### config.mk
export PLATFORM = sky130hd
export DESIGN_NAME = lcb_bridge
export DESIGN_NICKNAME = d
export VERILOG_FILES = /design/src/pkg/lcb_pkg.sv /design/src/pkg/lcb_cyc_if.sv /design/src/rtl/lcb_fifo.sv /design/src/rtl/lcb_lcd_cycle.sv /design/src/rtl/lcb_bridge.sv
export SDC_FILE = /design/constraint.sdc
export NUM_CORES = 1
export LEC_CHECK = 0
export CAP_MARGIN = 20
export CORE_ASPECT_RATIO = 1.5
export CORE_MARGIN = 2
export CORE_UTILIZATION = 45
export DETAILED_ROUTE_END_ITERATION = 10
export DONT_BUFFER_PORTS = 1
export MAX_ROUTING_LAYER = met4
export PLACE_DENSITY_LB_ADDON = 0.12
export RECOVER_POWER = 100
export SETUP_SLACK_MARGIN = 0.05
export SLEW_MARGIN = 30
export SYNTH_ARGS = -nofsm -noshare
export SYNTH_HDL_FRONTEND = slang
export SYNTH_SLANG_ARGS = --single-unit
### constraint.sdc
create_clock -name clock_i -period 7.6 [get_ports clock_i]
set_input_delay 0.38 -clock clock_i [delete_from_list [all_inputs] [get_ports clock_i]]
set_output_delay 0.38 -clock clock_i [all_outputs]
set_load 0.05 [all_outputs]
### src/pkg/lcb_pkg.sv
package lcb_pkg;

    // Register map, byte addresses on the APB bus
    localparam int         LCB_ADDR_W     = 8;
    localparam logic [7:0] LCB_OFS_CMD    = 8'h00;
    localparam logic [7:0] LCB_OFS_TXDATA = 8'h04;
    localparam logic [7:0] LCB_OFS_STATUS = 8'h08;
    localparam logic [7:0] LCB_OFS_RXDATA = 8'h0c;

    // Command word: report identifier above, payload byte below
    localparam int         LCB_ID_LSB     = 8;
    localparam logic [7:0] LCB_ID_ENABLE  = 8'h04;
    localparam logic [7:0] LCB_ID_WRITE   = 8'h05;
    localparam logic [7:0] LCB_ID_READ    = 8'h06;
    localparam logic [7:0] LCB_EN_OFF     = 8'h00;
    localparam logic [7:0] LCB_EN_ON      = 8'h01;

    // Flags byte layout
    localparam int         LCB_FLAG_RS    = 7;
    localparam int         LCB_CNT_W      = 6;
    localparam logic [5:0] LCB_MAX_BYTES  = 6'h3e;
    localparam int         LCB_BUSY_BIT   = 7;

    // Status register bits
    localparam int         LCB_ST_EN      = 0;
    localparam int         LCB_ST_BUSY    = 1;
    localparam int         LCB_ST_REPLY   = 2;

    // Pin levels after reset and in suspend
    localparam logic [10:0] LCB_GPIO_RST  = 11'h7ff;
    localparam logic [7:0]  LCB_DATA_HIGH = 8'hff;

    // Timing at the 40 MHz clock
    localparam int LCB_CLK_KHZ     = 40000;
    localparam int LCB_T_AS_NS     = 60;
    localparam int LCB_T_PW_NS     = 450;
    localparam int LCB_T_GAP_NS    = 500;
    localparam int LCB_AS_CYC      = (LCB_T_AS_NS * LCB_CLK_KHZ + 999999)
                                     / 1000000;
    localparam int LCB_PW_CYC      = (LCB_T_PW_NS * LCB_CLK_KHZ + 999999)
                                     / 1000000;
    localparam int LCB_GAP_CYC     = (LCB_T_GAP_NS * LCB_CLK_KHZ + 999999)
                                     / 1000000;
    localparam int LCB_SEQ_W       = 8;
    localparam int LCB_TIMEOUT_MS  = 16;
    localparam int LCB_TIMEOUT_CYC = LCB_TIMEOUT_MS * LCB_CLK_KHZ;
    localparam int LCB_TMR_W       = 20;

    // Write data buffer
    localparam int LCB_FIFO_W      = 8;
    localparam int LCB_FIFO_DEPTH  = 16;

endpackage : lcb_pkg

### src/pkg/lcb_cyc_if.sv
`timescale 1ns/1ps
interface lcb_cyc_if;
    logic       req;
    logic       rs;
    logic       rw;
    logic [7:0] wdata;
    logic       done;
    logic [7:0] rdata;

    modport master (output req, rs, rw, wdata, input done, rdata);
    modport engine (input req, rs, rw, wdata, output done, rdata);
endinterface : lcb_cyc_if

### src/rtl/lcb_fifo.sv
`timescale 1ns/1ps
module lcb_fifo
    import lcb_pkg::*;
#(
    parameter int WIDTH = LCB_FIFO_W,
    parameter int DEPTH = LCB_FIFO_DEPTH
)(
    input  wire logic             clock_i,     // System clock
    input  wire logic             rst_b_i,     // Async reset, active low
    input  wire logic             clk_en_i,    // Freezes state when low
    input  wire logic             in_valid_i,  // Write side offers data
    output logic                  in_ready_o,  // Room for one word
    input  wire logic [WIDTH-1:0] in_data_i,   // Write data
    output logic                  out_valid_o, // Word available
    input  wire logic             out_ready_i, // Reader takes word
    output logic [WIDTH-1:0]      out_data_o   // Oldest word
);
    localparam int AW = $clog2(DEPTH);

    // Pointers wrap naturally, so DEPTH is a power of two
    logic [WIDTH-1:0] mem_q [0:DEPTH-1];
    logic [AW-1:0]    wr_q;
    logic [AW-1:0]    rd_q;
    logic [AW:0]      cnt_q;
    wire              push = in_valid_i & in_ready_o;
    wire              pop  = out_valid_o & out_ready_i;

    assign in_ready_o  = (cnt_q != (AW+1)'(DEPTH));
    assign out_valid_o = (cnt_q != '0);
    assign out_data_o  = mem_q[rd_q];

    always_ff @(posedge clock_i)
    begin
        if (clk_en_i && push)
            mem_q[wr_q] <= in_data_i;
    end

    always_ff @(posedge clock_i or negedge rst_b_i)
    begin
        if (!rst_b_i)
        begin
            wr_q  <= '0;
            rd_q  <= '0;
            cnt_q <= '0;
        end
        else if (clk_en_i)
        begin
            if (push)
                wr_q <= wr_q + 1'b1;
            if (pop)
                rd_q <= rd_q + 1'b1;
            if (push && !pop)
                cnt_q <= cnt_q + 1'b1;
            else if (pop && !push)
                cnt_q <= cnt_q - 1'b1;
        end
    end
endmodule : lcb_fifo

### src/rtl/lcb_lcd_cycle.sv
`timescale 1ns/1ps
module lcb_lcd_cycle
    import lcb_pkg::*;
(
    input  wire logic       clock_i,     // System clock
    input  wire logic       rst_b_i,     // Async reset, active low
    input  wire logic       clk_en_i,    // Freezes state when low
    lcb_cyc_if.engine       cyc,         // One module access
    input  wire logic [7:0] lcd_data_i,  // Data pins from module
    output logic            pin_rs_o,    // Register select level
    output logic            pin_rw_o,    // High for read
    output logic            pin_en_o,    // Enable strobe
    output logic [7:0]      pin_dout_o,  // Write data
    output logic            pin_drive_o  // Data bus driven
);
    typedef enum logic [1:0] {CY_IDLE, CY_SETUP, CY_PULSE, CY_GAP} lcb_cy_e;

    lcb_cy_e    st_q;
    logic [7:0] tmr_q;
    logic [7:0] s1_q;
    logic [7:0] s2_q;
    logic [7:0] s3_q;
    logic [7:0] stable_q;
    logic [7:0] rdata_q;
    logic       done_q;
    wire        tmr_end = (tmr_q == 8'h00);

    assign cyc.done  = done_q;
    assign cyc.rdata = rdata_q;

    // Pin data settles before it is trusted
    always_ff @(posedge clock_i or negedge rst_b_i)
    begin
        if (!rst_b_i)
        begin
            s1_q     <= '0;
            s2_q     <= '0;
            s3_q     <= '0;
            stable_q <= '0;
        end
        else if (clk_en_i)
        begin
            s1_q <= lcd_data_i;
            s2_q <= s1_q;
            s3_q <= s2_q;
            if (s2_q == s3_q)
                stable_q <= s3_q;
        end
    end

    always_ff @(posedge clock_i or negedge rst_b_i)
    begin
        if (!rst_b_i)
        begin
            st_q        <= CY_IDLE;
            tmr_q       <= '0;
            rdata_q     <= '0;
            done_q      <= 1'b0;
            pin_rs_o    <= 1'b0;
            pin_rw_o    <= 1'b1;
            pin_en_o    <= 1'b0;
            pin_dout_o  <= '0;
            pin_drive_o <= 1'b0;
        end
        else if (clk_en_i)
        begin
            done_q <= 1'b0;
            case (st_q)
                CY_IDLE:
                begin
                    if (cyc.req)
                    begin
                        pin_rs_o    <= cyc.rs;
                        pin_rw_o    <= cyc.rw;
                        pin_dout_o  <= cyc.wdata;
                        pin_drive_o <= !cyc.rw;
                        tmr_q       <= 8'(LCB_AS_CYC - 1);
                        st_q        <= CY_SETUP;
                    end
                end
                CY_SETUP:
                begin
                    if (tmr_end)
                    begin
                        pin_en_o <= 1'b1;
                        tmr_q    <= 8'(LCB_PW_CYC - 1);
                        st_q     <= CY_PULSE;
                    end
                    else
                        tmr_q <= tmr_q - 8'h01;
                end
                CY_PULSE:
                begin
                    if (tmr_end)
                    begin
                        rdata_q  <= stable_q;
                        pin_en_o <= 1'b0;
                        tmr_q    <= 8'(LCB_GAP_CYC - 1);
                        st_q     <= CY_GAP;
                    end
                    else
                        tmr_q <= tmr_q - 8'h01;
                end
                CY_GAP:
                begin
                    if (tmr_end)
                    begin
                        pin_drive_o <= 1'b0;
                        pin_rw_o    <= 1'b1;
                        done_q      <= 1'b1;
                        st_q        <= CY_IDLE;
                    end
                    else
                        tmr_q <= tmr_q - 8'h01;
                end
                default:
                    st_q <= CY_IDLE;
            endcase
        end
    end
endmodule : lcb_lcd_cycle

### src/rtl/lcb_bridge.sv
// Added by the designer: the APB slave port and the placing of the registers.
`timescale 1ns/1ps
module lcb_bridge
    import lcb_pkg::*;
#(
    parameter int TIMEOUT_CYC = LCB_TIMEOUT_CYC
)(
    input  wire logic        clock_i,       // 40 MHz clock
    input  wire logic        rst_b_i,       // Async reset, active low
    input  wire logic        clk_en_i,      // Freezes state when low
    input  wire logic        suspend_i,     // USB suspend state
    input  wire logic        gpio_we_i,     // Plain pin write strobe
    input  wire logic [10:0] gpio_val_i,    // rs, rw, en, data levels
    input  wire logic        psel_i,        // APB select
    input  wire logic        penable_i,     // APB enable
    input  wire logic        pwrite_i,      // APB write
    input  wire logic [7:0]  paddr_i,       // APB byte address
    input  wire logic [31:0] pwdata_i,      // APB write data
    output logic [31:0]      prdata_o,      // APB read data
    output logic             pready_o,      // APB ready
    output logic             pslverr_o,     // APB error
    input  wire logic [7:0]  lcd_data_i,    // Module data pins in
    output logic             lcd_rs_o,      // Register select pin
    output logic             lcd_rw_o,      // Read/write pin
    output logic             lcd_en_o,      // Enable strobe pin
    output logic [7:0]       lcd_data_o,    // Module data pins out
    output logic [7:0]       lcd_data_oe_o, // Data pin drive enables
    output logic             lcd_on_b_o     // Display power, active low
);
    typedef enum logic [2:0] {
        M_IDLE, M_POLL, M_POLL_W, M_XFER, M_XFER_W, M_DRAIN
    } lcb_mst_e;

    lcb_cyc_if cyc ();

    lcb_mst_e              st_q;
    logic                  enabled_q;
    logic [10:0]           gpio_q;
    logic                  op_rd_q;
    logic                  rs_q;
    logic [LCB_CNT_W-1:0]  remain_q;
    logic [LCB_CNT_W-1:0]  idx_q;
    logic [LCB_TMR_W-1:0]  tmr_q;
    logic                  req_q;
    logic                  req_rs_q;
    logic                  req_rw_q;
    logic [7:0]            req_wd_q;
    logic [7:0]            rx_buf_q [0:LCB_MAX_BYTES-1];
    logic [LCB_CNT_W-1:0]  rx_cnt_q;
    logic [LCB_CNT_W-1:0]  rx_ptr_q;
    logic                  reply_q;
    logic                  pready_q;
    logic                  pslverr_q;
    logic [31:0]           prdata_q;

    wire                   pin_rs;
    wire                   pin_rw;
    wire                   pin_en;
    wire [7:0]             pin_dout;
    wire                   pin_drive;
    wire                   fifo_in_ready;
    wire                   fifo_out_valid;
    wire [7:0]             fifo_out_data;

    // APB decode
    wire        acc     = psel_i & penable_i & !pready_q;
    wire        is_cmd  = (paddr_i == LCB_OFS_CMD);
    wire        is_tx   = (paddr_i == LCB_OFS_TXDATA);
    wire        is_st   = (paddr_i == LCB_OFS_STATUS);
    wire        is_rx   = (paddr_i == LCB_OFS_RXDATA);
    wire        mapped  = is_cmd | is_tx | is_st | is_rx;
    wire        tx_stall = pwrite_i & is_tx & !fifo_in_ready;
    wire        go      = acc & !tx_stall;
    wire        busy    = (st_q != M_IDLE);
    wire        cmd_bad = pwrite_i & is_cmd & busy;
    wire        cmd_wr  = go & pwrite_i & is_cmd & !busy;
    wire        push    = go & pwrite_i & is_tx;
    wire        rx_rd   = go & !pwrite_i & is_rx;
    wire [7:0]  cmd_id  = pwdata_i[LCB_ID_LSB +: 8];
    wire [7:0]  cmd_val = pwdata_i[7:0];
    wire [LCB_CNT_W-1:0] cmd_cnt = cmd_val[LCB_CNT_W-1:0];
    wire [LCB_CNT_W-1:0] clamp_cnt =
        (cmd_cnt > LCB_MAX_BYTES) ? LCB_MAX_BYTES : cmd_cnt;
    wire        cmd_rs  = cmd_val[LCB_FLAG_RS];
    wire        run_ok  = enabled_q & !suspend_i;
    wire        start_wr = cmd_wr & (cmd_id == LCB_ID_WRITE) & run_ok
                           & (clamp_cnt != '0);
    wire        start_rd = cmd_wr & (cmd_id == LCB_ID_READ) & run_ok;
    wire        en_set  = cmd_wr & (cmd_id == LCB_ID_ENABLE)
                          & (cmd_val == LCB_EN_ON);
    wire        en_clr  = cmd_wr & (cmd_id == LCB_ID_ENABLE)
                          & (cmd_val == LCB_EN_OFF);

    // Engine side decode
    wire        timed_out = (tmr_q >= LCB_TMR_W'(TIMEOUT_CYC));
    wire        is_busy   = cyc.rdata[LCB_BUSY_BIT];
    wire        pop       = ((st_q == M_XFER) & !op_rd_q)
                            | (st_q == M_DRAIN & fifo_out_valid & (|remain_q));
    wire        last      = (remain_q == 6'h01);

    // Read data selection
    wire [7:0]  rx_byte = (rx_ptr_q == '0) ? {2'b00, rx_cnt_q}
                          : rx_buf_q[rx_ptr_q - 6'h01];
    wire [31:0] st_word = {29'h0, reply_q, busy, enabled_q};
    wire [31:0] rd_word = is_st ? st_word
                          : is_rx ? {16'h0, LCB_ID_READ, rx_byte}
                          : 32'h0;

    // Pin selection, suspend outranks everything
    wire        own     = enabled_q;
    wire        rs_d    = suspend_i ? 1'b1 : own ? pin_rs : gpio_q[10];
    wire        rw_d    = suspend_i ? 1'b1 : own ? pin_rw : gpio_q[9];
    wire        en_d    = suspend_i ? 1'b1 : own ? pin_en : gpio_q[8];
    wire [7:0]  dout_d  = suspend_i ? LCB_DATA_HIGH
                          : own ? pin_dout : gpio_q[7:0];
    wire [7:0]  doe_d   = suspend_i ? 8'h00
                          : own ? {8{pin_drive}} : ~gpio_q[7:0];
    wire        on_b_d  = !(enabled_q & !suspend_i);

    assign cyc.req   = req_q;
    assign cyc.rs    = req_rs_q;
    assign cyc.rw    = req_rw_q;
    assign cyc.wdata = req_wd_q;

    lcb_fifo #(
        .WIDTH (LCB_FIFO_W),
        .DEPTH (LCB_FIFO_DEPTH)
    ) u_fifo (
        .clock_i     (clock_i),
        .rst_b_i     (rst_b_i),
        .clk_en_i    (clk_en_i),
        .in_valid_i  (push),
        .in_ready_o  (fifo_in_ready),
        .in_data_i   (pwdata_i[7:0]),
        .out_valid_o (fifo_out_valid),
        .out_ready_i (pop),
        .out_data_o  (fifo_out_data)
    );

    lcb_lcd_cycle u_cycle (
        .clock_i     (clock_i),
        .rst_b_i     (rst_b_i),
        .clk_en_i    (clk_en_i),
        .cyc         (cyc.engine),
        .lcd_data_i  (lcd_data_i),
        .pin_rs_o    (pin_rs),
        .pin_rw_o    (pin_rw),
        .pin_en_o    (pin_en),
        .pin_dout_o  (pin_dout),
        .pin_drive_o (pin_drive)
    );

    // APB answer, one wait state, longer while the buffer is full
    always_ff @(posedge clock_i or negedge rst_b_i)
    begin
        if (!rst_b_i)
        begin
            pready_q  <= 1'b0;
            pslverr_q <= 1'b0;
            prdata_q  <= '0;
        end
        else if (clk_en_i)
        begin
            pready_q  <= go;
            pslverr_q <= go & (!mapped | cmd_bad);
            prdata_q  <= (go & !pwrite_i) ? rd_word : 32'h0;
        end
    end

    // Function enable and plain pin levels
    always_ff @(posedge clock_i or negedge rst_b_i)
    begin
        if (!rst_b_i)
        begin
            enabled_q <= 1'b0;
            gpio_q    <= LCB_GPIO_RST;
        end
        else if (clk_en_i)
        begin
            if (en_set)
                enabled_q <= 1'b1;
            else if (en_clr)
                enabled_q <= 1'b0;
            if (en_set | en_clr)
                gpio_q <= LCB_GPIO_RST;
            else if (gpio_we_i && !enabled_q)
                gpio_q <= gpio_val_i;
        end
    end

    // Pins leave through flops
    always_ff @(posedge clock_i or negedge rst_b_i)
    begin
        if (!rst_b_i)
        begin
            lcd_rs_o      <= 1'b1;
            lcd_rw_o      <= 1'b1;
            lcd_en_o      <= 1'b1;
            lcd_data_o    <= LCB_DATA_HIGH;
            lcd_data_oe_o <= 8'h00;
            lcd_on_b_o    <= 1'b1;
        end
        else if (clk_en_i)
        begin
            lcd_rs_o      <= rs_d;
            lcd_rw_o      <= rw_d;
            lcd_en_o      <= en_d;
            lcd_data_o    <= dout_d;
            lcd_data_oe_o <= doe_d;
            lcd_on_b_o    <= on_b_d;
        end
    end

    always_ff @(posedge clock_i)
    begin
        if (clk_en_i && st_q == M_XFER_W && cyc.done && op_rd_q)
            rx_buf_q[idx_q] <= cyc.rdata;
    end

    // Reply pointer; a finishing read wins over the last fetch
    always_ff @(posedge clock_i or negedge rst_b_i)
    begin
        if (!rst_b_i)
        begin
            rx_ptr_q <= '0;
            reply_q  <= 1'b0;
            rx_cnt_q <= '0;
        end
        else if (clk_en_i)
        begin
            if (st_q == M_XFER_W && cyc.done && op_rd_q && last)
            begin
                reply_q  <= 1'b1;
                rx_cnt_q <= idx_q + 6'h01;
                rx_ptr_q <= '0;
            end
            else if (rx_rd && reply_q)
            begin
                if (rx_ptr_q == rx_cnt_q)
                begin
                    reply_q  <= 1'b0;
                    rx_ptr_q <= '0;
                end
                else
                    rx_ptr_q <= rx_ptr_q + 6'h01;
            end
        end
    end

    // Transaction engine
    always_ff @(posedge clock_i or negedge rst_b_i)
    begin
        if (!rst_b_i)
        begin
            st_q     <= M_IDLE;
            op_rd_q  <= 1'b0;
            rs_q     <= 1'b0;
            remain_q <= '0;
            idx_q    <= '0;
            tmr_q    <= '0;
            req_q    <= 1'b0;
            req_rs_q <= 1'b0;
            req_rw_q <= 1'b1;
            req_wd_q <= '0;
        end
        else if (clk_en_i)
        begin
            req_q <= 1'b0;
            if (st_q == M_POLL_W || (st_q == M_POLL && |tmr_q))
                tmr_q <= tmr_q + 1'b1;
            case (st_q)
                M_IDLE:
                begin
                    tmr_q <= '0;
                    idx_q <= '0;
                    if (start_wr)
                    begin
                        op_rd_q  <= 1'b0;
                        rs_q     <= cmd_rs;
                        remain_q <= clamp_cnt;
                        st_q     <= M_POLL;
                    end
                    else if (start_rd && !cmd_rs)
                    begin
                        op_rd_q  <= 1'b1;
                        rs_q     <= 1'b0;
                        remain_q <= 6'h01;
                        st_q     <= M_XFER;
                    end
                    else if (start_rd && clamp_cnt != '0)
                    begin
                        op_rd_q  <= 1'b1;
                        rs_q     <= 1'b1;
                        remain_q <= clamp_cnt;
                        st_q     <= M_POLL;
                    end
                end
                M_POLL:
                begin
                    if (op_rd_q || fifo_out_valid)
                    begin
                        req_q    <= 1'b1;
                        req_rs_q <= 1'b0;
                        req_rw_q <= 1'b1;
                        st_q     <= M_POLL_W;
                    end
                end
                M_POLL_W:
                begin
                    if (cyc.done && !is_busy)
                        st_q <= M_XFER;
                    else if (cyc.done && timed_out)
                        st_q <= op_rd_q ? M_IDLE : M_DRAIN;
                    else if (cyc.done)
                        st_q <= M_POLL;
                end
                M_XFER:
                begin
                    req_q    <= 1'b1;
                    req_rs_q <= rs_q;
                    req_rw_q <= op_rd_q;
                    req_wd_q <= fifo_out_data;
                    st_q     <= M_XFER_W;
                end
                M_XFER_W:
                begin
                    if (cyc.done)
                    begin
                        remain_q <= remain_q - 6'h01;
                        tmr_q    <= '0;
                        if (last)
                            st_q <= M_IDLE;
                        else
                        begin
                            idx_q <= idx_q + 6'h01;
                            st_q  <= M_POLL;
                        end
                    end
                end
                M_DRAIN:
                begin
                    // Bytes of an abandoned write are discarded
                    if (remain_q == '0)
                        st_q <= M_IDLE;
                    else if (fifo_out_valid)
                        remain_q <= remain_q - 6'h01;
                end
                default:
                    st_q <= M_IDLE;
            endcase
        end
    end

    assign prdata_o  = prdata_q;
    assign pready_o  = pready_q;
    assign pslverr_o = pslverr_q;
endmodule : lcb_bridge

==> impl_metrics.env, run 1 <==
export IMPL_ctsRootBufferMaster="clkbuf_16"
export IMPL_placed_cells=2953
export IMPL_tightest_slew_ns=3.50
export IMPL_grt_setup_unrepaired="false"
export IMPL_synth_compound_area_frac=0.0405
export IMPL_antenna_left=0
export IMPL_drv_cap=12
export IMPL_wl_per_cell_um=25.5
export IMPL_fin_util=0.504
export IMPL_cts_clk_slew_worst_paths_ns=0.07
export IMPL_grt_antenna_before_repair=0
export IMPL_clkPwrFrac=0.401
export IMPL_setup_viol=0
export IMPL_die_h_um=337
export IMPL_seq_area_frac_synth=0.698
export IMPL_ff2ff_path_depth=6
export IMPL_p_comb_frac=0.057
export IMPL_drtPass1Iterations=5
export IMPL_ir_drop_mv=0.255
export IMPL_avgViaCountPerCell=5.75
export IMPL_area_growth_pct=11.2
export IMPL_die_area_mm2=0.0763
export IMPL_cts_tree="built"
export IMPL_grt_overflow=0
export IMPL_fmax_mhz=175
export IMPL_synth_edf_count=624
export IMPL_final_layout_size_suffix_gt1_frac=0.183
export IMPL_grt_pass1_wl_um=119000
export IMPL_fin_ws_ns=1.88
export IMPL_globalplace_congestion=0.874
export IMPL_h_tree_depth=3
export IMPL_yosys_area_share_simple=0.0735
export IMPL_cts_resized=0
export IMPL_cp_max_fo=82
export IMPL_fill_cells=6281
export IMPL_hold_slack_ns=0.0298
export IMPL_synthCells=2042
export IMPL_synth_seq_cells=804
export IMPL_ys_flop_type="edfxtp_1"
export IMPL_synth_adder_area_share=0.00923
export IMPL_insertion_delay_ns=0.64
export IMPL_wirelength_um=79700
export IMPL_most_common_layout_cells="edfxtp_1 (624), nor2_1 (167), mux4_2 (163), nand2_1 (150), dfrtp_1 (146)"
export IMPL_ios=121
export IMPL_hp_class="in -> reg"
export IMPL_p_int_uw=7250
export IMPL_initial_core_util=0.453
export IMPL_path_class="reg -> reg"
export IMPL_grt_max_degree=181
export IMPL_synth_top_family_by_area="multiplexers"
export IMPL_cp_data_arrival_time_ns=6.23
export IMPL_portBuffers=0
export IMPL_worstSetupStartpointType="flop"
export IMPL_finalHoldViolations=0
export IMPL_critPathRequiredTime_ns=8.11
export IMPL_yosysWarnings=0
export IMPL_clock_sinks=804
export IMPL_finalCritPeriodShare=0.752
export IMPL_final_common_cell="edfxtp_1"
export IMPL_n_antenna_cell=0
export IMPL_hold_depth=2
export IMPL_slew_violations=663
export IMPL_async_flop_share=0.224
export IMPL_synth_mux_area_frac=0.142
export IMPL_clock_path_buffers=3
export IMPL_violations="capacitance limit, slew limit"
export IMPL_p_seq_frac=0.541
export IMPL_drc=0
export IMPL_clock_skew_ns=0.0308
export IMPL_final_cells=3128
export IMPL_syn_area_per_cell_um2=16.3
export IMPL_powerDensity_mw_per_mm2=253
export IMPL_dr_first_iter_drc_count=1161
export IMPL_grt_pass1_vias=18500
export IMPL_vias=18000
export IMPL_die_w_um=226
export IMPL_dpl_hpwl_um=50300
export IMPL_leakagePower_uw=0.0118
export IMPL_slew_headroom=-1.33
export IMPL_synthXorXnorAreaFrac=0.0142
export IMPL_syn_area_mm2=0.0333
export IMPL_numCtsBuffers=75
export IMPL_place_ws_ns=2.86
export IMPL_nets=2165
export IMPL_fin_crit_ns=5.72
export IMPL_post_cts_buffers=0
export IMPL_setup_tns_ns=0
export IMPL_switchingPower_uw=2150
export IMPL_outcome="finished, violations left"
export IMPL_endpoint_kind="flop"
export IMPL_ys_types=72
export IMPL_core_area_mm2=0.0736
export IMPL_grt_usage=0.220
export IMPL_sw_frac_of_total=0.229
export IMPL_cts_hold_buf=35
export IMPL_rows=122
## power by group through the flow
stage / logic, uW / clock network, uW / registers, uW
after floorplan: 322 / 0 / 5180
after global placement: 476 / 0 / 5160
after detailed placement: 495 / 0 / 5170
after CTS: 553 / 3850 / 5070
after global routing: 601 / 4000 / 5100
final: 538 / 3770 / 5090
## synthesized netlist by cell type, types with 4 or more instances
| master | count | area [um2] |
|---|---|---|
| nor2b_1 | 18 | 113 |
| nand2b_1 | 19 | 119 |
| ha_1 | 23 | 288 |
| buf_1 | 16 | 60.1 |
| o2bb2ai_1 | 11 | 96.3 |
| or3_1 | 6 | 37.5 |
| buf_4 | 23 | 173 |
| o21ai_0 | 62 | 310 |
| nor2_1 | 167 | 627 |
| o211ai_1 | 6 | 45.0 |
| a21oi_1 | 40 | 200 |
| mux4_2 | 163 | 3670 |
| nor4_1 | 19 | 119 |
| a22oi_1 | 5 | 37.5 |
| edfxtp_1 | 624 | 18700 |
| and3_1 | 13 | 81.3 |
| clkbuf_1 | 67 | 251 |
| inv_1 | 34 | 128 |
| dfstp_2 | 25 | 657 |
| o31ai_1 | 11 | 82.6 |
| mux2_2 | 71 | 800 |
| and2_1 | 8 | 50.1 |
| nand2_1 | 150 | 563 |
| a211oi_1 | 5 | 37.5 |
| nor3_1 | 24 | 120 |
| mux2i_1 | 27 | 270 |
| nand3_1 | 50 | 250 |
| nand4_1 | 24 | 150 |
| xnor2_1 | 29 | 254 |
| a31oi_1 | 24 | 150 |
| xor2_1 | 25 | 219 |
| a21o_1 | 8 | 60.1 |
| o2111ai_1 | 4 | 35.0 |
| buf_2 | 19 | 95.1 |
| dfrtp_1 | 155 | 3880 |
## stage by stage
step | area, um2 | power [uW]
2_1_floorplan | 33400 | 5500
4_1_cts | 37200 | 9480
5_1_grt | 37100 | 9710
6_report | 37100 | 9400
3_3_place_gp | 34300 | 5630
3_5_place_dp | 34300 | 5660
## per-layer routing
| metal | share of wire | wire length (um) | GRT usage |
|---|---|---|---|
| met2 | 0.52 | 41700 | 0.376 |
| met3 | 0.052 | 4100 | 0.0374 |
| met5 | 0 | 0 | - |
| met1 | 0.39 | 30800 | 0.261 |
| met4 | 0.037 | 2970 | 0.0830 |
## critical path, cell delays in order (launching register included)
cell and delay (ns):
dfrtp_4 0.94, clkbuf_2 2.53, mux4_2 0.76, mux4_2 0.59, o21ai_0 0.33, o2111ai_1 0.15, o21a_1 0.21
## layout make-up
type	count	area, um2	area share
repair buffers	61	514	0.0139
multi-input cells	1096	9470	0.255
inverters	36	135	0.00364
clock buffers	99	2060	0.0555
well taps	992	1240	0.0335
clock inverters	40	375	0.0101
flip-flops and latches	804	23300	0.628
## kinds of logic (layout without fill, tap and decap cells)
group | Yosys count | count (layout)
flip-flops | 804 | 804
AND/OR/NAND/NOR | 524 | 524
multiplexers | 261 | 261
AO/OA/AOI/OAI | 211 | 211
buffers and inverters | 163 | 236
XOR/XNOR | 54 | 54
adder cells (fa/ha/maj) | 24 | 24
other | 1 | 22
## state kept, by name, summed over array words and instances, names as in the netlist, 3 cells and up
signal and flops:
u_cycle.cyc.rdata 8, gpio_q 11, st_q 3, u_fifo.rd_q 4
cyc.wdata 8, u_fifo.mem_q 128, u_cycle.tmr_q 8, rx_cnt_q 6
u_cycle.s2_q 8, lcd_data_oe_o 8, u_fifo.wr_q 4, u_cycle.stable_q 8
u_cycle.s3_q 8, idx_q 6, u_fifo.cnt_q 5, tmr_q 20
lcd_data_o 8, u_cycle.pin_dout_o 8, remain_q 6, rx_buf_q 496
prdata_o 9, u_cycle.s1_q 8, rx_ptr_q 6
## final timing paths
path / from / to / slack, ns
worst max-delay path: rx_ptr_q[0] / prdata_o[1] / 1.88
worst min-delay path: clk_en_i / u_cycle.cyc.done / 0.03
worst max register to register: rx_ptr_q[0] / prdata_o[1] / 1.88
worst min register to register: u_cycle.tmr_q[7] / u_cycle.tmr_q[7] / 0.49
max in group asynchronous: rst_b_i / u_cycle.cyc.rdata[3] / 4.28
min in group asynchronous: rst_b_i / u_cycle.tmr_q[3] / 1.31
Note: power is estimated with default switching activity, not from simulation.
==> run 2: changes to the inputs <==
==> constraint.sdc (replaced) <==
create_clock -name clock_i -period 5.9 [get_ports clock_i]
set_input_delay 0.295 -clock clock_i [delete_from_list [all_inputs] [get_ports clock_i]]
set_output_delay 0.295 -clock clock_i [all_outputs]
set_load 0.05 [all_outputs]
==> impl_metrics.env, run 2 (same netlist as run 1, synthesis figures left out) <==
export IMPL_outcome="finished, violations left"
export IMPL_violations="capacitance limit, slew limit"
export IMPL_antenna_left=0
export IMPL_vias=18000
export IMPL_ir_drop_mv=0.219
export IMPL_wirelength_um=80000
export IMPL_die_area_mm2=0.0763
export IMPL_h_tree_depth=3
export IMPL_largest_reg_flops=496
export IMPL_clock_sinks=804
export IMPL_nets=2174
export IMPL_cts_clk_slew_worst_paths_ns=0.06
export IMPL_cts_resized=0
export IMPL_path_class="reg -> reg"
export IMPL_finalHoldViolations=0
export IMPL_drv_cap=10
export IMPL_core_area_mm2=0.0736
export IMPL_die_w_um=226
export IMPL_slew_violations=559
export IMPL_insertion_delay_ns=0.63
export IMPL_dr_first_iter_drc_count=1262
export IMPL_drtPass1Iterations=7
export IMPL_globalplace_congestion=0.861
export IMPL_area_growth_pct=11.7
export IMPL_clock_path_buffers=3
export IMPL_fin_crit_ns=4.50
export IMPL_initial_core_util=0.453
export IMPL_regMostFlops="rx_buf_q"
export IMPL_endpoint_kind="flop"
export IMPL_clock_skew_ns=0.0280
export IMPL_dpl_hpwl_um=50000
export IMPL_powerDensity_mw_per_mm2=327
export IMPL_fin_util=0.506
export IMPL_critPathRequiredTime_ns=6.40
export IMPL_hp_class="in -> reg"
export IMPL_final_area_mm2=0.0372
export IMPL_crit_slowest_cell="dfrtp_1"
export IMPL_grt_overflow=0
export IMPL_cts_tree="built"
export IMPL_final_layout_size_suffix_gt1_frac=0.183
export IMPL_cp_cell_sequence="inv_2 -> ha_1 -> buf_4 -> mux4_2 -> mux4_2 -> o21ai_0 -> o2111ai_1 -> o21a_1"
export IMPL_setup_viol=0
export IMPL_fmax_mhz=222
export IMPL_most_common_layout_cells="edfxtp_1 (624), nor2_1 (167), mux4_2 (163), nand2_1 (150), dfrtp_1 (148)"
export IMPL_cts_hold_buf=39
export IMPL_die_h_um=337
export IMPL_numCtsBuffers=77
export IMPL_grt_pass1_vias=18700
export IMPL_setup_tns_ns=0
export IMPL_r2r_slack_ns=1.40
export IMPL_slew_headroom=-1.19
export IMPL_avgViaCountPerCell=5.74
export IMPL_reg_top3="rx_buf_q (496), u_fifo.mem_q (128), tmr_q (20)"
export IMPL_n_antenna_cell=0
export IMPL_hold_slack_ns=0.0526
export IMPL_grt_antenna_before_repair=0
export IMPL_grt_usage=0.221
export IMPL_cp_max_fo=34
export IMPL_portBuffers=0
export IMPL_grt_setup_unrepaired="false"
export IMPL_grt_pass1_wl_um=120000
export IMPL_rows=122
export IMPL_grt_max_degree=181
export IMPL_worstSetupStartpointType="flop"
export IMPL_ctsRootBufferMaster="clkbuf_16"
export IMPL_cp_data_arrival_time_ns=5.00
export IMPL_tightest_slew_ns=3.28
export IMPL_leakagePower_uw=0.0119
export IMPL_final_common_cell="edfxtp_1"
export IMPL_wl_per_cell_um=25.5
export IMPL_finalCritPeriodShare=0.763
export IMPL_crit_path_max_incr_delay_ns=1.30
export IMPL_post_cts_buffers=0
export IMPL_ios=121
export IMPL_drc=0
export IMPL_cp_common_cell="mux4_2"
export IMPL_placed_area_mm2=0.0344
run 2: final timing paths:
check | from | endpoint | depth (start not counted)
min in group asynchronous | rst_b_i | u_cycle.s1_q[1] | 2
max reg2reg | rx_ptr_q[0] | prdata_o[1] | 8
min | clk_en_i | u_fifo.cnt_q[0] | 2
max | rx_ptr_q[0] | prdata_o[1] | 8
min reg2reg | u_cycle.stable_q[6] | u_cycle.stable_q[6] | 1
max in group asynchronous | rst_b_i | u_cycle.cyc.rdata[4] | 2
run 2: report_power, final:
part / total, uW / leakage [uW] / switching (uW) / internal, uW
Clock: 4930 / 0.00122 / 2120 / 2810
Combinational: 711 / 0.00344 / 483 / 227
Sequential: 6540 / 0.00722 / 165 / 6370
run 2: layout make-up:
class / count / area [um2]
repair buffers: 68 / 637
multi-input cells: 1096 / 9460
fillers: 6167 / 36300
clock buffers: 99 / 2080
well taps: 992 / 1240
inverters: 36 / 135
clock inverters: 41 / 397
flip-flops and latches: 804 / 23300
run 2: stage by stage:
step / std cells / power [uW] / setup slack [ns]
final: 3136 / 12200 / 1.40
after global routing: 3136 / 12600 / 1.15
after CTS: 3134 / 12300 / 1.78
after detailed placement: 2955 / 7290 / 1.84
after global placement: 2954 / 7260 / 1.68
after floorplan: 2063 / 7080 / 2.39
run 2: critical path: cells and delay by family, from the launching register on:
kind / cells / cell delay, ns
flops: 1 / 1.30
buf+inv: 2 / 0.90
fa+ha+maj: 1 / 0.52
mux: 2 / 0.96
compound gates: 3 / 0.66
run 2: routing by layer:
metal  up-vias  global-route usage  part of all wire
met2       519               0.377              0.53
met4         0              0.0792             0.035
met5         -                   -                 0
li1       7942                   -                 -
met1      9360               0.264              0.39
met3       173              0.0387             0.053
==> run 3: changes to the inputs <==
--- a/config.mk
+++ b/config.mk
@@ -5,6 +5,7 @@
 export SDC_FILE = /design/constraint.sdc
 export NUM_CORES = 1
 export LEC_CHECK = 0
+export ABC_AREA = 1
 export CAP_MARGIN = 20
 export CORE_ASPECT_RATIO = 1.5
 export CORE_MARGIN = 2
==> constraint.sdc (replaced) <==
create_clock -name clock_i -period 4.3 [get_ports clock_i]
set_input_delay 0.215 -clock clock_i [delete_from_list [all_inputs] [get_ports clock_i]]
set_output_delay 0.215 -clock clock_i [all_outputs]
set_load 0.05 [all_outputs]
==> impl_metrics.env, run 3 <==
export IMPL_switchingPower_uw=5840
export IMPL_ff2ff_path_depth=8
export IMPL_cts_tree="built"
export IMPL_h_tree_depth=3
export IMPL_area_growth_pct=10.3
export IMPL_synthCells=3221
export IMPL_reg_top3="rx_buf_q (496), u_fifo.mem_q (128), tmr_q (20)"
export IMPL_hold_depth=6
export IMPL_core_area_mm2=0.0763
export IMPL_placed_cells=4119
export IMPL_regToRegStartpoint="st_q[1]"
export IMPL_setup_viol=0
export IMPL_nets=3318
export IMPL_ctsRootBufferMaster="clkbuf_16"
export IMPL_fmax_mhz=279
export IMPL_wirelength_um=91100
export IMPL_grt_antenna_before_repair=1
export IMPL_grt_overflow=0
export IMPL_clkPwrFrac=0.345
export IMPL_synthTopCellsByCount="nand2_1 (742), edfxtp_1 (624), nand3_1 (481), nor2_1 (288), o21ai_0 (206)"
export IMPL_worstSetupStartpointType="flop"
export IMPL_synth_adder_area_share=0.00886
export IMPL_die_h_um=344
export IMPL_synth_compound_area_frac=0.0654
export IMPL_antenna_left=0
export IMPL_synth_top_family_by_area="simple AND/OR/NAND/NOR gates"
export IMPL_setup_tns_ns=0
export IMPL_die_area_mm2=0.0795
export IMPL_seq_area_frac_synth=0.670
export IMPL_cts_resized=0
export IMPL_r2r_slack_ns=0.71
export IMPL_globalplace_congestion=0.886
export IMPL_grt_pass1_wl_um=139000
export IMPL_tightest_slew_ns=3.49
export IMPL_clock_path_buffers=3
export IMPL_synth_top_area_cell="edfxtp_1"
export IMPL_ys_types=62
export IMPL_slew_headroom=-1.33
export IMPL_wl_per_cell_um=21.2
export IMPL_ios=121
export IMPL_syn_area_per_cell_um2=10.8
export IMPL_synthXorXnorAreaFrac=0.00951
export IMPL_yosysMostFrequentCell="nand2_1"
export IMPL_p_seq_frac=0.498
export IMPL_power_uw=19800
export IMPL_whs_endpoint="remain_q[0]"
export IMPL_final_cells=4298
export IMPL_async_flop_share=0.224
export IMPL_synth_top_area_share=0.539
export IMPL_finalCritPeriodShare=0.834
export IMPL_hp_class="in -> reg"
export IMPL_insertion_delay_ns=0.64
export IMPL_largest_reg_flops=496
export IMPL_most_common_layout_cells="nand2_1 (746), edfxtp_1 (624), nand3_1 (483), nor2_1 (295), o21ai_0 (216)"
export IMPL_synth_area_leaders="edfxtp_1 (54%), dfrtp_1 (11%), nand2_1 (8.0%), nand3_1 (6.9%), nor2_1 (3.1%)"
export IMPL_grt_pass1_vias=23400
export IMPL_ys_flop_type="edfxtp_1"
export IMPL_hold_slack_ns=0.0304
export IMPL_numCtsBuffers=74
export IMPL_synth_mux_area_frac=0.00180
export IMPL_p_comb_frac=0.157
export IMPL_drc=0
export IMPL_die_w_um=231
export IMPL_clock_skew_ns=0.0253
export IMPL_regMostFlops="rx_buf_q"
export IMPL_post_cts_buffers=0
export IMPL_synth_seq_cells=804
export IMPL_portBuffers=0
export IMPL_fin_crit_ns=3.59
export IMPL_clock_sinks=804
export IMPL_final_layout_size_suffix_gt1_frac=0.0581
export IMPL_critPathRequiredTime_ns=4.55
export IMPL_endpoint_kind="flop"
export IMPL_initial_core_util=0.455
export IMPL_crit_reg2reg_capture="rx_buf_q[37][6]"
export IMPL_cp_max_fo=10
export IMPL_slew_violations=447
export IMPL_cts_hold_buf=39
export IMPL_yosysWarnings=0
export IMPL_yosys_area_share_simple=0.199
export IMPL_cp_data_arrival_time_ns=3.84
export IMPL_sw_frac_of_total=0.295
export IMPL_powerDensity_mw_per_mm2=517
export IMPL_dr_first_iter_drc_count=1930
export IMPL_final_common_cell="nand2_1"
export IMPL_syn_area_mm2=0.0347
export IMPL_outcome="finished, violations left"
export IMPL_violations="capacitance limit, slew limit"
export IMPL_synth_edf_count=624
export IMPL_drv_cap=11
export IMPL_cts_clk_slew_worst_paths_ns=0.06
export IMPL_rows=124
export IMPL_path_class="reg -> reg"
export IMPL_drtPass1Iterations=7
export IMPL_vias=23700
export IMPL_avgViaCountPerCell=5.51
export IMPL_ir_drop_mv=0.379
export IMPL_dpl_hpwl_um=56500
export IMPL_leakagePower_uw=0.0141
export IMPL_finalHoldViolations=0
export IMPL_grt_usage=0.236
export IMPL_hold_path_startpoint="pwdata_i[0]"
export IMPL_p_int_uw=14000
export IMPL_grt_max_degree=192
export IMPL_grt_setup_unrepaired="false"
## run 3: cell count changes after synthesis, moves of 69 or more
cell,delta
nor2_1,+121
mux4_2,-163
o21ai_0,+144
mux2_2,-69
nand3_1,+431
inv_1,+127
nand2_1,+592
## run 3: cells by family (layout without fill, tap and decap cells)
kind of cell    count (synthesis)  after routing
simple gates                 1607           1607
fa+ha+maj                      24             24
buf+inv                       352            398
mux                             6              6
compound gates                391            391
xor+xnor                       36             36
flops                         804            804
other cells                     1             24
## run 3: critical path, cell delays in order, from the launching register on
cell,delay [ns]
dfrtp_1,0.47
nor2_1,0.18
nand2_1,0.25
nor3_1,0.22
clkbuf_1,0.26
nand2_1,0.14
nor2_1,0.20
nand3_1,0.59
nor2_1,0.88
## run 3: power groups by stage
| stage | sequential, uW | clock [uW] | combinational, uW |
|---|---|---|---|
| 2_1_floorplan | 9910 | 0 | 2050 |
| 3_3_place_gp | 9980 | 0 | 3020 |
| 3_5_place_dp | 10000 | 0 | 3110 |
| 4_1_cts | 9850 | 6970 | 3220 |
| 5_1_grt | 9930 | 7230 | 3470 |
| 6_report | 9860 | 6840 | 3100 |
## run 3: area by class of cell
cell class | instances | area [um2]
Timing Repair Buffer | 90 | 761
Multi-Input combinational cell | 2086 | 9880
Clock buffer | 90 | 1990
Sequential cell | 804 | 23300
Antenna cell | 2 | 5.00
Fill cell | 6870 | 38000
Inverter | 171 | 651
Clock inverter | 47 | 503
Tap cell | 1008 | 1260
## run 3: per-stage QoR
stage,utilization,cell area (um2),setup WS (ns)
finish,0.502,38300,0.712
global route,0.502,38300,0.462
CTS,0.505,38600,0.988
detailed placement,0.467,35600,1.02
global placement,0.467,35600,1.12
floorplan,-,34800,1.72
## run 3: layer usage
metal  share of wire  track usage  vias to the layer above
met5               0            -                        -
met1            0.39        0.274                    11600
met2            0.52        0.409                      686
met3           0.050       0.0319                      197
li1                -            -                    11200
met4           0.046        0.109                        0
## run 3: how the worst max path moves through the flow
stage	from	end	slack, ns	cells after the start
after floorplan	rx_ptr_q[0]	prdata_o[6]	1.72	17
after global placement	st_q[1]	rx_buf_q[37][2]	1.12	8
after detailed placement	st_q[1]	rx_buf_q[37][4]	1.02	8
after CTS	st_q[1]	rx_buf_q[37][6]	0.99	8
after global routing	st_q[1]	rx_buf_q[21][4]	0.46	8
final	st_q[1]	rx_buf_q[37][6]	0.71	8
